`src/rtl/bit_op_pkg.sv`:
```
/*
 Constants for the single-bit instruction unit: instruction fields,
 opcodes and file register geometry.
 Assumes a 12-bit instruction word and a 32-byte file register space.
*/
package bit_op_pkg;
	localparam int INSTR_W = 12;
	localparam int OPC_HI = 11;
	localparam int OPC_LO = 8;
	localparam int BIT_HI = 7;
	localparam int BIT_LO = 5;
	localparam int ADDR_HI = 4;
	localparam int ADDR_LO = 0;
	localparam int ADDR_W = 5;
	localparam int BIDX_W = 3;
	localparam int DATA_W = 8;
	localparam int REG_COUNT = 32;
	localparam logic [3:0] OPC_BIT_CLEAR = 4'h4;
	localparam logic [3:0] OPC_BIT_SET = 4'h5;
	localparam logic [3:0] OPC_BIT_TEST = 4'h6;
	localparam logic [7:0] FILE_RESET = 8'h00;
	localparam logic [11:0] NO_OPERATION_WORD = 12'h000;
endpackage

```
`src/rtl/file_reg_mem.sv`:
```
/*
 File register space: 32 bytes, one write port, one read port with
 registered read data.
 Assumes the caller presents the read address one cycle ahead.
*/
`timescale 1ns/1ps
`default_nettype none
module file_reg_mem (
	// Clock and reset
	input wire logic clk,
	input wire logic arst_n,
	// Write port
	input wire logic wr_en,
	input wire logic [4:0] wr_addr,
	input wire logic [7:0] wr_data,
	// Read port
	input wire logic [4:0] rd_addr,
	output logic [7:0] rd_data
);
	logic [7:0] mem [bit_op_pkg::REG_COUNT];

	always_ff @(posedge clk or negedge arst_n) begin
		if (!arst_n) begin
			for (int i = 0; i < bit_op_pkg::REG_COUNT; i++) begin
				mem[i] <= bit_op_pkg::FILE_RESET;
			end
			rd_data <= bit_op_pkg::FILE_RESET;
		end else begin
			if (wr_en) begin
				mem[wr_addr] <= wr_data;
			end
			rd_data <= mem[rd_addr];
		end
	end
endmodule // file_reg_mem
`default_nettype wire

```
`src/rtl/bit_op_instruction_unit.sv`:
```
/*
 Decode and execute of the three single-bit instructions.
 Assumes the fetch pipeline presents each instruction word with a
 valid strobe, one cycle ahead of execute; the word after a taken test is dropped here, not by fetch.
*/
`timescale 1ns/1ps
`default_nettype none
module bit_op_instruction_unit (
	// Clock and reset
	input wire logic clk,
	input wire logic arst_n,
	// Fetch side
	input wire logic instr_valid,
	input wire logic [11:0] instr_word,
	// Pipeline control
	output logic flush,
	output logic busy,
	// Debug view of the executed word
	output logic exec_valid,
	output logic [11:0] exec_word,
	output logic [7:0] exec_result
);
	typedef enum logic [1:0] {
		ST_RUN = 2'b00,
		ST_SKIP = 2'b01
	} phase_e;

	typedef enum logic [1:0] {
		OP_OTHER = 2'b00,
		OP_CLEAR = 2'b01,
		OP_SET = 2'b10,
		OP_TEST = 2'b11
	} bit_op_e;

	typedef struct packed {
		phase_e phase;
		logic [11:0] word;
		logic valid;
		logic flush;
		logic busy;
		logic exec_valid;
		logic [11:0] exec_word;
		logic [7:0] exec_result;
		logic fwd_en;
		logic [4:0] fwd_addr;
		logic [7:0] fwd_data;
	} state_s;

	// Quiet state after reset: run phase, nothing pending, outputs low
	localparam state_s IDLE_ST = '{
		phase: ST_RUN,
		word: bit_op_pkg::NO_OPERATION_WORD,
		valid: 1'b0,
		flush: 1'b0,
		busy: 1'b0,
		exec_valid: 1'b0,
		exec_word: bit_op_pkg::NO_OPERATION_WORD,
		exec_result: bit_op_pkg::FILE_RESET,
		fwd_en: 1'b0,
		fwd_addr: 5'h00,
		fwd_data: bit_op_pkg::FILE_RESET
	};

	state_s st;
	state_s next_st;

	logic wr_en;
	logic [4:0] wr_addr;
	logic [7:0] wr_data;
	logic [7:0] rd_data;
	logic [7:0] mask;
	logic [3:0] opc;
	logic [2:0] bidx;
	logic [4:0] faddr;
	logic [4:0] rd_addr;
	logic [7:0] cur_byte;
	logic [7:0] set_byte;
	logic [7:0] clear_byte;
	logic bit_zero;
	bit_op_e op;

	// Maps the opcode field onto the bit instruction it names
	function automatic bit_op_e decode_op(input logic [3:0] code);
		unique case (code)
			bit_op_pkg::OPC_BIT_CLEAR: decode_op = OP_CLEAR;
			bit_op_pkg::OPC_BIT_SET: decode_op = OP_SET;
			bit_op_pkg::OPC_BIT_TEST: decode_op = OP_TEST;
			default: decode_op = OP_OTHER;
		endcase
	endfunction

	// Read address comes from the incoming word so data is ready in execute
	assign rd_addr = instr_word[bit_op_pkg::ADDR_HI:bit_op_pkg::ADDR_LO];

	file_reg_mem u_mem (
		.clk(clk),
		.arst_n(arst_n),
		.wr_en(wr_en),
		.wr_addr(wr_addr),
		.wr_data(wr_data),
		.rd_addr(rd_addr),
		.rd_data(rd_data)
	);

	assign opc = st.word[bit_op_pkg::OPC_HI:bit_op_pkg::OPC_LO];
	assign bidx = st.word[bit_op_pkg::BIT_HI:bit_op_pkg::BIT_LO];
	assign faddr = st.word[bit_op_pkg::ADDR_HI:bit_op_pkg::ADDR_LO];
	assign op = decode_op(opc);

	// One mask bit per position of the byte
	for (genvar i = 0; i < bit_op_pkg::DATA_W; i++) begin : g_mask
		assign mask[i] = (bidx == 3'(i));
	end

	// The previous word's write lands as this byte is read: forward it
	assign cur_byte = (st.fwd_en && st.fwd_addr == faddr) ?
		st.fwd_data : rd_data;
	assign set_byte = cur_byte | mask;
	assign clear_byte = cur_byte & ~mask;
	assign bit_zero = (cur_byte & mask) == 8'h00;

	always_comb begin
		next_st = st;
		wr_en = 1'b0;
		wr_addr = faddr;
		wr_data = cur_byte;
		next_st.flush = 1'b0;
		next_st.busy = 1'b0;
		next_st.exec_valid = 1'b0;
		next_st.valid = instr_valid;
		next_st.word = instr_word;
		unique case (st.phase)
			ST_RUN: begin
				// Execute the word taken at the last edge
				if (st.valid) begin
					next_st.exec_valid = 1'b1;
					next_st.exec_word = st.word;
					next_st.exec_result = cur_byte;
					unique case (op)
						OP_CLEAR: begin
							wr_en = 1'b1;
							wr_data = clear_byte;
							next_st.exec_result = clear_byte;
						end
						OP_SET: begin
							wr_en = 1'b1;
							wr_data = set_byte;
							next_st.exec_result = set_byte;
						end
						OP_TEST: begin
							if (bit_zero) begin
								next_st.phase = ST_SKIP;
								next_st.flush = 1'b1;
								next_st.busy = 1'b1;
								next_st.valid = 1'b0;
							end else begin
								next_st.phase = ST_RUN;
							end
						end
						OP_OTHER: begin
							next_st.exec_result = cur_byte;
						end
					endcase
				end
			end
			ST_SKIP: begin
				// Second cycle of a taken test runs a no-operation
				wr_en = 1'b0;
				next_st.exec_valid = 1'b1;
				next_st.exec_word = bit_op_pkg::NO_OPERATION_WORD;
				next_st.exec_result = 8'h00;
				next_st.phase = ST_RUN;
			end
			default: begin
				next_st.phase = ST_RUN;
			end
		endcase
		// Remember this cycle's write for the next word
		next_st.fwd_en = wr_en;
		next_st.fwd_addr = wr_addr;
		next_st.fwd_data = wr_data;
	end

	always_ff @(posedge clk or negedge arst_n) begin
		if (!arst_n) begin
			st <= IDLE_ST;
		end else begin
			st <= next_st;
		end
	end

	assign flush = st.flush;
	assign busy = st.busy;
	assign exec_valid = st.exec_valid;
	assign exec_word = st.exec_word;
	assign exec_result = st.exec_result;
endmodule // bit_op_instruction_unit
`default_nettype wire

```
`config.mk`:
```
export PLATFORM = sky130hd
export DESIGN_NAME = bit_op_instruction_unit
export DESIGN_NICKNAME = d
export VERILOG_FILES = /design/src/rtl/bit_op_pkg.sv /design/src/rtl/file_reg_mem.sv /design/src/rtl/bit_op_instruction_unit.sv
export SDC_FILE = /design/constraint.sdc
export NUM_CORES = 1
export LEC_CHECK = 0
export ABC_AREA = 0
export ABC_CLOCK_PERIOD_IN_PS = 3350
export BUFFER_PORTS_ARGS = -buffer_cell sky130_fd_sc_hd__buf_2
export CORE_ASPECT_RATIO = 1.4
export CORE_MARGIN = 2
export CORE_UTILIZATION = 45
export DETAILED_ROUTE_END_ITERATION = 7
export SYNTH_ARGS = -nofsm -noshare
export SYNTH_HDL_FRONTEND = slang
export SYNTH_SLANG_ARGS = --single-unit
```
`constraint.sdc`:
```
create_clock -name clk -period 3.35 [get_ports clk]
set_input_delay 0.67 -clock clk [delete_from_list [all_inputs] [get_ports clk]]
set_output_delay 0.67 -clock clk [all_outputs]
set_load 0.005 [all_outputs]
```
# Word level (Yosys, flattened, before mapping)
# Cells that the tools add are included.
[totals] register_bits=316 in_bits=15 output_inout_bits=23 wordCells=102
[classes] order_cmp=3 eq_ne=17 mux=23 n_bitwise=6 n_reduce_logical=9
[ops] operator="$bwmux 256" n=1
[ops] operator="$mux 8" n=6
[ops] operator="$pmux 21 s2" n=1
[ops] operator="$bmux 8 s5" n=1
[ops] operator="$demux 8 s5" n=1
[ops] operator="$mux 24" n=1
[ops] operator="$and 8x8->8" n=2
[ops] operator="$pmux 8 s2" n=1
[ops] operator="$eq 3x3->1 const B" n=4
[ops] operator="$eq 4x3->1 const B" n=3
[ops] operator="$ge 6x6->1 const B" n=2
[ops] operator="$not 5->6" n=2
[ops] operator="$mux 3" n=3
[ops] operator="$logic_not 8->1" n=1
[ops] operator="$not 8->8" n=1
[ops] operator="$or 8x8->8" n=1
[ops] operator="$eq 3x2->1 const B" n=2
[ops] operator="$lt 6x1->1 const B" n=1
[ops] operator="$mux 2" n=3
[ops] operator="$pmux 2 s3" n=1
[ops] operator="$eq 5x5->1" n=1
[ops] operator="$eq 2x1->1 const B" n=2
[ops] operator="$eq 2x2->1 const B" n=2
[ops] operator="$mux 1" n=4
[ops] operator="9 further kinds" n=11

# Longest topological paths before layout
# Gate-level depths: netlist (run 1).
[logic_depth] ltp_word=9 depth_mapped=12 depth_no_buf=9

# By module
# A second synthesis (run 1) with hierarchy kept.
[unflattened] hier_cells=922 area_unflattened_um2=14188.6
[by_module_without_submodules] module="file_reg_mem" n_inst=1 cells_per_inst=707 area_per_inst_um2=11867.6 seq_area_each_um2=6606.3
[by_module_without_submodules] module="bit_op_instruction_unit" n_inst=1 cells_per_inst=215 area_per_inst_um2=2321.0 seq_area_each_um2=1251.2

# Worst setup path before layout (run 1)
# No wires, ideal clock.
[synth_path] path_kind="register to register" start="reg st, in the netlist opc[1]" end="reg u_mem.mem[246] (netlist name)" setup_ns=0.125 t_arrival_ns=2.464 required_time_ns=3.225 path_slack_ns=0.761 path_stages_with_launch=13 path_buffers=4 synth_period_minus_slack_ns=2.589 path_cell_list="dfrtp_1 -> xor2_1 -> nor2b_1 -> ha_1 -> buf_2 -> nor2b_1 -> clkbuf_1 -> and2_1 -> buf_2 -> a22o_2 -> inv_1 -> buf_4 -> mux2_2"
[synth_rtl] item="from (decl)" line="bit_op_instruction_unit.sv:64" text="state_s st;"
[synth_rtl] item="from (signal assigned)" line="bit_op_instruction_unit.sv:188" text="st <= next_st;"
[synth_rtl] item="to (signal, indexed assignment)" line="file_reg_mem.sv:25" text="mem[i] <= bit_op_pkg::FILE_RESET;"
[synth_rtl] item="to (signal, indexed assignment)" line="file_reg_mem.sv:30" text="mem[wr_addr] <= wr_data;"
[synth_rtl] item="to (decl)" line="file_reg_mem.sv:20" text="logic [7:0] mem [bit_op_pkg::REG_COUNT];"

==> results of run 1 <==
worst reg2reg max path: stages (launching register included):
cell      delay (ps)
dfrtp_1          380
xor2_1           160
nor2b_1          160
ha_1             470
nand2_1          160
inv_1            120
nand3b_1         300
nor2_1           410
buf_4            250
mux2_2           340
Yosys cell counts (all sizes together), types with 3 or more instances:
cell type	instances	area share, %
or2	3	0.13
ha	3	0.26
nand3	9	0.32
a22o	15	1.3
nor2b	8	0.35
mux4	81	13
a211oi	7	0.37
dfrtp	314	55
nand2	173	4.6
mux2	139	11
nor2	40	1.1
xor2	5	0.31
o21ai	129	4.6
nand2b	4	0.18
mux2i	20	1.5
inv	12	0.37
clkbuf	39	1.0
and3	5	0.22
buf	56	2.9
and2	6	0.26
per-layer routing:
layer  GRT usage [%]  share of wire (%)
met1           29.76                 42
met5               0                  0
met2           37.44                 49
met3           2.688                4.0
met4           10.28                4.7
state kept, by name, indices dropped and copies added, names as in the netlist:
register       flops
bidx               3
exec_result        8
exec_word         12
exec_valid         1
st                16
u_mem.rd_data      8
opc                4
u_mem.mem        256
busy               1
faddr              5
per-stage QoR:
step / instances / util (%) / hold WS [ps]
2_1_floorplan: 1087 / - / 374.4
3_3_place_gp: 1473 / 47.84 / 456.1
3_5_place_dp: 1473 / 47.84 / 465.0
4_1_cts: 1528 / 50.97 / 75.29
5_1_grt: 1528 / 50.97 / 100.3
6_report: 1528 / 50.97 / 67.01
final cells by class:
| class | instances | area [µm²] | share of cell area, % |
|---|---|---|---|
| repair buffers | 91 | 665.6 | 4.226 |
| multi-input cells | 666 | 5722 | 36.33 |
| clock buffers | 44 | 854.6 | 5.425 |
| flip-flops and latches | 314 | 7858 | 49.88 |
| clock inverters | 11 | 111.4 | 0.7070 |
| inverters | 12 | 52.55 | 0.3336 |
| well taps | 390 | 488.0 | 3.098 |
kinds of logic (layout without fill, tap and decap cells):
family | after synthesis | in the layout | share of synthesized area (%)
AOI/OAI and AO/OA | 157 | 157 | 6.624
xor gates and xnor gates | 6 | 6 | 0.3705
adders and majority gates | 3 | 3 | 0.2646
buffers and inverters | 107 | 158 | 4.269
DFF | 314 | 314 | 55.39
muxes | 240 | 240 | 25.36
and+or+nand+nor | 260 | 260 | 7.718
how the worst min path moves through the flow:
stage | cells past startpoint | endpoint | slack [ps]
final | 1 | exec_word[11]$_DFFE_PN0P_ | 70
after global routing | 1 | exec_word[11]$_DFFE_PN0P_ | 100
after CTS | 1 | u_mem.mem[118]$_DFFE_PN0P_ | 80
after detailed placement | 2 | u_mem.mem[77]$_DFFE_PN0P_ | 460
after global placement | 2 | u_mem.mem[78]$_DFFE_PN0P_ | 460
after floorplan | 0 | bidx[0]$_DFF_PN0_ | 370
where the power goes:
| part | total (mW) | internal, mW | switching, mW |
|---|---|---|---|
| Combinational | 0.388 | 0.136 | 0.251 |
| Clock | 3.38 | 1.92 | 1.46 |
| Sequential | 3.87 | 3.84 | 0.0318 |
==> results.py, run 1 <==
metrics = {
    "status": {
        "outcome": "finished, final reports clean",
    },
    "cts": {
        "htree_levels": 1,
        "cts_tree": "built",
        "path_clk_slew_ps": 60,
        "ctsHoldBuffers": 0,
        "cts_buffers": 31,
        "cts_root_buf": "clkbuf_16",
        "cts.sinks": 314,
        "cts_buffer_depth": 3,
        "insertion_delay_ps": 570,
        "cts_setup_buffers": 0,
        "cts_resized": 0,
    },
    "yosys": {
        "synth_edf_count": 0,
        "postSynthAreaPerCell_um2": 13.05,
        "ys_types": 46,
        "ys_ff_latch": 314,
        "synth_warnings": 0,
        "async_flop_share_pct": 100.0,
        "syn_nets": 1105,
        "netlist_area_um2": 14180,
        "ys_seq_area_share_pct": 55.39,
        "ys.flop_type": "dfrtp_1",
        "synth_cells": 1087,
    },
    "route": {
        "first_pass_iters": 4,
        "drt_iter0_drc": 548,
        "wl_um": 35630,
        "vias": 8725,
        "drc_errors": 0,
        "routedWlPerCell_um": 23.32,
        "via_per_inst": 5.710,
        "postRouteAntennaNets": 0,
    },
    "layout": {
        "mostFrequentLayoutCells": "314 x dfrtp_1, 173 x nand2_1, 139 x mux2_2, 120 x o21ai_0, 81 x mux4_2",
        "drive_gt1_share_pct": 33.30,
        "n_antenna_cell": 0,
        "syn2layout_area_growth_pct": 11.04,
        "mostFrequentLayoutCell": "dfrtp_1",
        "fill_cells": 2606,
        "final_area_um2": 15750,
        "fin_nets": 1134,
    },
    "floorplan": {
        "die_y_um": 214.1,
        "die-area_um2": 32980,
        "start_util_pct": 45.90,
        "dieWidth_um": 154.1,
        "rows": 76,
        "num_io_pins": 38,
        "core_area_um2": 30900,
    },
    "job": {
        "max_cap_violations": 0,
    },
    "sta": {
        "finClkSkew_ps": 9.915,
        "slew_headroom_pct": 45.01,
        "hold_viol_final": 0,
        "fmax_mhz": 349.2,
        "min_period_ps": 2863,
        "tns_ps": 0,
        "finalCritPeriodShare_pct": 85.47,
        "setup_violations": 0,
        "layout_setup_ws_ps": 486.7,
        "worst_pin_slew_ps": 824.9,
        "grt_setup_unrepaired": "no",
        "drv_slew": 0,
    },
    "pwr": {
        "powerDensity_nw_per_um2": 484.9,
        "total_power_mw": 7.638,
        "leakage_nw": 7.220,
        "irDropWorstVdd_uv": 392.6,
    },
    "setup_path": {
        "start_kind": "flip-flop",
        "crit_arrival_ps": 3320,
        "cp.required_ps": 3800,
        "reg2regPathDepth": 9,
        "worstPathCellList": "xor2_1 -> nor2b_1 -> ha_1 -> nand2_1 -> inv_1 -> nand3b_1 -> nor2_1 -> buf_4 -> mux2_2",
        "cp.depth": 9,
        "cp_top_family": "simple AND/OR/NAND/NOR gates",
        "r2r_start": "opc[1]$_DFF_PN0_",
        "rr_endpoint": "u_mem.mem[84]$_DFFE_PN0P_",
        "endpoint": "u_mem.mem[84]$_DFFE_PN0P_",
        "max_stage_delay_ps": 470,
        "crit_buf_inv": 2,
        "crit_fanout": 9,
        "setup.worst_path.start": "opc[1]$_DFF_PN0_",
        "crit_path_end_kind": "flip-flop",
        "r2r_setup_slack_ps": 490,
        "critPathKind": "flip-flop to flip-flop",
        "critPathSlowestCell": "ha_1",
    },
    "hold_path": {
        "worst_hold_path_type": "primary input to asynchronous set/reset pin",
    },
    "grt": {
        "grt_overflow": 0,
        "grt_max_degree": 85,
        "grt.total_usage_pct": 22.52,
        "grt_pass1_vias": 9215,
        "antenna_found_initial": 0,
        "grt_pass1_wl_um": 56590,
    },
    "place": {
        "port_buffers": 37,
        "dpl_cell_area_um2": 14790,
        "dp_hpwl_um": 23130,
        "dp_worst_setup_slack_ps": 509.3,
        "gp_congestion": 0.8762,
    },
}
Power figures use the tool's default switching activity.
==> run 2: changes to the inputs <==
- CORE_UTILIZATION: 45 -> 62
- PLACE_DENSITY_LB_ADDON: unset -> 0.12
==> run 2 against run 1 <==
First-iteration DRC count increased by 14%; design area fell by 0.34%; die area shrank 27%; highest routed layer unchanged; register-to-register slack lost 170 ps.
==> results.py, run 2 (same netlist as run 1, synthesis figures left out) <==
metrics = {
    "status": {
        "outcome": "finished, final reports clean",
    },
    "setup_path": {
        "cp_top_family": "simple AND/OR/NAND/NOR gates",
        "crit_fanout": 17,
        "start_kind": "flip-flop",
        "r2r_setup_slack_ps": 320,
        "critPathSlowestCell": "ha_1",
        "critPathKind": "flip-flop to flip-flop",
        "worstPathCellList": "xor2_1 -> nor2b_1 -> ha_1 -> nor2b_2 -> and2_1 -> a22o_2 -> inv_1 -> mux2_2",
        "crit_path_end_kind": "flip-flop",
        "crit_buf_inv": 1,
        "cp.required_ps": 3780,
        "crit_arrival_ps": 3460,
        "max_stage_delay_ps": 450,
    },
    "sta": {
        "finalCritPeriodShare_pct": 90.44,
        "drv_slew": 0,
        "setup_violations": 0,
        "tns_ps": 0,
        "finClkSkew_ps": 11.64,
        "fmax_mhz": 330.0,
        "slew_headroom_pct": 50.27,
        "min_period_ps": 3030,
        "hold_ws_ps": 101.9,
        "grt_setup_unrepaired": "no",
        "layout_setup_ws_ps": 320.1,
        "worst_pin_slew_ps": 745.2,
        "hold_viol_final": 0,
    },
    "floorplan": {
        "die_y_um": 183.0,
        "core_area_um2": 22530,
        "start_util_pct": 62.97,
        "num_io_pins": 38,
        "rows": 65,
        "dieWidth_um": 131.8,
        "die-area_um2": 24120,
    },
    "pwr": {
        "total_power_mw": 7.719,
        "leakage_nw": 7.241,
        "powerDensity_nw_per_um2": 491.7,
        "pwr-share-clk_pct": 44.8,
        "combPwrFrac_pct": 5.0,
        "p_switching_mw": 1.707,
        "power_frac_seq_pct": 50.2,
        "intPower_mw": 6.011,
        "irDropWorstVdd_uv": 373.4,
        "p_sw_share_pct": 22.12,
    },
    "layout": {
        "post-route-util_pct": 69.68,
        "drive_gt1_share_pct": 33.51,
        "largest_register_ffs": 256,
        "stdcell_count": 1435,
        "fill_cells": 1611,
        "syn2layout_area_growth_pct": 10.66,
        "fin_nets": 1129,
        "top_register": "u_mem.mem",
        "n_antenna_cell": 0,
        "mostFrequentLayoutCell": "dfrtp_1",
        "final_area_um2": 15700,
        "mostFrequentLayoutCells": "314 x dfrtp_1, 173 x nand2_1, 139 x mux2_2, 120 x o21ai_0, 81 x mux4_2",
    },
    "job": {
        "max_cap_violations": 0,
    },
    "hold_path": {
        "worst_hold_path_type": "primary input to asynchronous set/reset pin",
    },
    "cts": {
        "cts_setup_buffers": 0,
        "cts_buffers": 30,
        "cts_buffer_depth": 3,
        "ctsHoldBuffers": 0,
        "insertion_delay_ps": 550,
        "cts_tree": "built",
        "path_clk_slew_ps": 60,
        "htree_levels": 1,
        "cts_root_buf": "clkbuf_16",
        "cts.sinks": 314,
    },
    "route": {
        "wl_um": 33430,
        "first_pass_iters": 5,
        "vias": 8799,
        "via_per_inst": 6.132,
        "drc_errors": 0,
        "routedWlPerCell_um": 23.29,
        "postRouteAntennaNets": 0,
        "drt_iter0_drc": 623,
    },
    "grt": {
        "grt.total_usage_pct": 28.91,
        "grt_max_degree": 82,
        "grt_pass1_wl_um": 52990,
        "grt_pass1_vias": 9226,
        "grt_overflow": 0,
        "antenna_found_initial": 0,
    },
    "place": {
        "dp_hpwl_um": 22330,
        "dp.cells": 1380,
        "dpl_cell_area_um2": 14680,
        "dp_worst_setup_slack_ps": 236.0,
        "port_buffers": 37,
        "gp_congestion": 0.8799,
    },
}
run 2: changes by cell type in the layout (fill, tap and decap cells not counted), moves of 2 or more:
cell      delta
buf_12       +3
buf_4        -7
clkbuf_1     -4
clkbuf_8     +2
run 2: per-layer routing:
metal | share of wire, % | wire (µm) | global-route usage, %
met5 | 0 | 0 | 0
met4 | 4.6 | 1535 | 12.65
met3 | 5.5 | 1830 | 4.284
met2 | 50 | 16760 | 48.92
met1 | 40 | 13300 | 37.73
run 2: what timing repair did:
item	4_1_cts	5_1_grt
endpoints found under the setup margin	0	32
resized for setup	0	1
hold endpoints to repair	0	0
run 2: final cells by class:
cell class / count / area [µm²] / share of cell area [%]
tap: 301 / 376.6 / 2.399
sequential: 314 / 7858 / 50.06
clock buffer: 42 / 867.1 / 5.524
inverter: 12 / 52.55 / 0.3348
timing repair buffer: 87 / 673.1 / 4.288
multi-input combinational: 666 / 5724 / 36.47
clock inverter: 13 / 146.4 / 0.9326
run 2: worst paths after layout:
kind	start	endpoint	cells after the start
min in group clk	instr_word[7]	bidx[2]$_DFF_PN0_	1
max reg2reg	opc[1]$_DFF_PN0_	u_mem.mem[117]$_DFFE_PN0P_	8
min reg2reg	u_mem.mem[174]$_DFFE_PN0P_	u_mem.mem[174]$_DFFE_PN0P_	2
max in group asynchronous	arst_n	u_mem.mem[255]$_DFFE_PN0P_	2
min	arst_n	exec_word[8]$_DFFE_PN0P_	1
max	opc[1]$_DFF_PN0_	u_mem.mem[117]$_DFFE_PN0P_	8
run 2: power groups by stage:
stage | sequential, mW | combinational, mW | clock (mW)
after global routing | 3.88 | 0.424 | 3.68
final | 3.87 | 0.384 | 3.46
after floorplan | 3.93 | 0.236 | 0
after detailed placement | 3.94 | 0.390 | 0
after CTS | 3.87 | 0.391 | 3.52
after global placement | 3.94 | 0.386 | 0
==> run 3: changes to the inputs <==
- BUFFER_PORTS_ARGS: -buffer_cell sky130_fd_sc_hd__buf_2 -> unset
- CORE_UTILIZATION: 62 -> 64
- DONT_BUFFER_PORTS: unset -> 1
==> run 3 against run 2 <==
Core utilization is 0.80 points higher; the run now ends with negative hold slack left; first-iteration DRC count is 6.9% higher; clock skew is 2.8 ps higher; critical path depth stayed put; setup slack better by 110 ps.
==> results.py, run 3 (same netlist as run 1, synthesis figures left out) <==
metrics = {
    "status": {
        "outcome": "complete, but fails checks",
        "violations": "negative hold slack",
    },
    "floorplan": {
        "die-area_um2": 23390,
        "core_area_um2": 21780,
        "dieWidth_um": 129.8,
        "rows": 64,
        "start_util_pct": 65.13,
        "num_io_pins": 38,
        "die_y_um": 180.2,
    },
    "setup_path": {
        "cp.required_ps": 3780,
        "crit_arrival_ps": 3350,
        "crit_path_end_kind": "flip-flop",
        "critPathKind": "flip-flop to flip-flop",
        "start_kind": "flip-flop",
        "crit_fanout": 17,
        "r2r_start": "opc[0]$_DFF_PN0_",
        "setup.worst_path.start": "opc[0]$_DFF_PN0_",
    },
    "layout": {
        "final_area_um2": 15350,
        "seqCellArea_um2": 7858,
        "mostFrequentLayoutCells": "314 x dfrtp_1, 173 x nand2_1, 139 x mux2_2, 120 x o21ai_0, 81 x mux4_2",
        "fill_cells": 1567,
        "largest_register_ffs": 256,
        "post-route-util_pct": 70.48,
        "syn2layout_area_growth_pct": 8.221,
        "mostFrequentLayoutCell": "dfrtp_1",
        "multi_input_area_um2": 5722,
        "fin_nets": 1087,
        "stdcell_count": 1388,
        "top_register": "u_mem.mem",
        "n_antenna_cell": 0,
        "drive_gt1_share_pct": 31.16,
    },
    "sta": {
        "drv_slew": 0,
        "tns_ps": 0,
        "setup_violations": 0,
        "worst_pin_slew_ps": 951.0,
        "finClkSkew_ps": 14.41,
        "finalCritPeriodShare_pct": 87.28,
        "hold_viol_final": 192,
        "hold_ws_ps": -179.7,
        "grt_setup_unrepaired": "no",
        "slew_headroom_pct": 36.60,
        "layout_setup_ws_ps": 426.3,
        "fmax_mhz": 342.0,
        "min_period_ps": 2924,
    },
    "cts": {
        "cts_root_buf": "clkbuf_16",
        "cts_setup_buffers": 0,
        "cts_tree": "built",
        "cts_resized": 0,
        "cts_buffer_depth": 3,
        "htree_levels": 1,
        "path_clk_slew_ps": 60,
        "cts_buffers": 29,
        "cts.sinks": 314,
        "insertion_delay_ps": 550,
    },
    "hold_path": {
        "worst_hold_path_type": "primary input to asynchronous set/reset pin",
    },
    "pwr": {
        "leakage_nw": 7.023,
        "total_power_mw": 7.534,
        "irDropWorstVdd_uv": 462.7,
        "powerDensity_nw_per_um2": 490.8,
    },
    "grt": {
        "antenna_found_initial": 0,
        "grt_pass1_wl_um": 52160,
        "grt_overflow": 0,
        "grt_max_degree": 315,
        "grt_pass1_vias": 9059,
        "grt.total_usage_pct": 29.55,
    },
    "route": {
        "postRouteAntennaNets": 0,
        "drc_errors": 0,
        "via_per_inst": 6.187,
        "first_pass_iters": 5,
        "drt_iter0_drc": 666,
        "wl_um": 33000,
        "routedWlPerCell_um": 23.78,
        "vias": 8587,
    },
    "place": {
        "dp_hpwl_um": 21180,
        "dpl_cell_area_um2": 14350,
        "dp_worst_setup_slack_ps": 489.5,
        "gp_congestion": 0.9017,
        "dp.cells": 1335,
        "port_buffers": 0,
    },
    "job": {
        "max_cap_violations": 0,
    },
}
## run 3: worst max-delay path: stages (launching register included)
cell and delay (ps):
dfrtp_1 400, xor2_1 140, nor2b_1 150, ha_1 450
nor2b_1 200, and2_1 420, a22o_4 410, inv_2 280
mux2_2 340
## run 3: area by class of cell
cell class / instances / share of cell area [%]
Tap cell: 297 / 2.421
Multi-Input combinational cell: 666 / 37.27
Sequential cell: 314 / 51.19
Inverter: 12 / 0.3423
Timing Repair Buffer: 46 / 2.250
Clock buffer: 34 / 5.045
Clock inverter: 19 / 1.483
## run 3: final timing paths
path,endpoint,slack [ps],cells past startpoint
hold reg to reg,u_mem.mem[143]$_DFFE_PN0P_,470,2
max in group asynchronous,u_mem.mem[192]$_DFFE_PN0P_,2740,0
setup reg to reg,u_mem.mem[147]$_DFFE_PN0P_,430,8
min in group clk,bidx[0]$_DFF_PN0_,150,0
setup / recovery,u_mem.mem[147]$_DFFE_PN0P_,430,8
hold / removal,u_mem.mem[125]$_DFFE_PN0P_,-180,0
## run 3: layer usage
| layer | vias up | GRT usage [%] | share of wire (%) | wire, µm |
|---|---|---|---|---|
| met1 | 4461 | 40.19 | 40 | 13350 |
| met5 | - | 0 | 0 | 0 |
| li1 | 3801 | - | - | - |
| met2 | 256 | 47.98 | 50 | 16390 |
| met4 | 0 | 12.09 | 4.4 | 1445 |
| met3 | 69 | 4.513 | 5.5 | 1819 |
## run 3: where the power goes
part | switching (mW) | leakage [nW] | internal, mW | total (mW)
clock | 1.42 | 0.495 | 2.04 | 3.46
sequential | 0.0397 | 4.30 | 3.84 | 3.88
combinational | 0.0988 | 2.22 | 0.0972 | 0.196
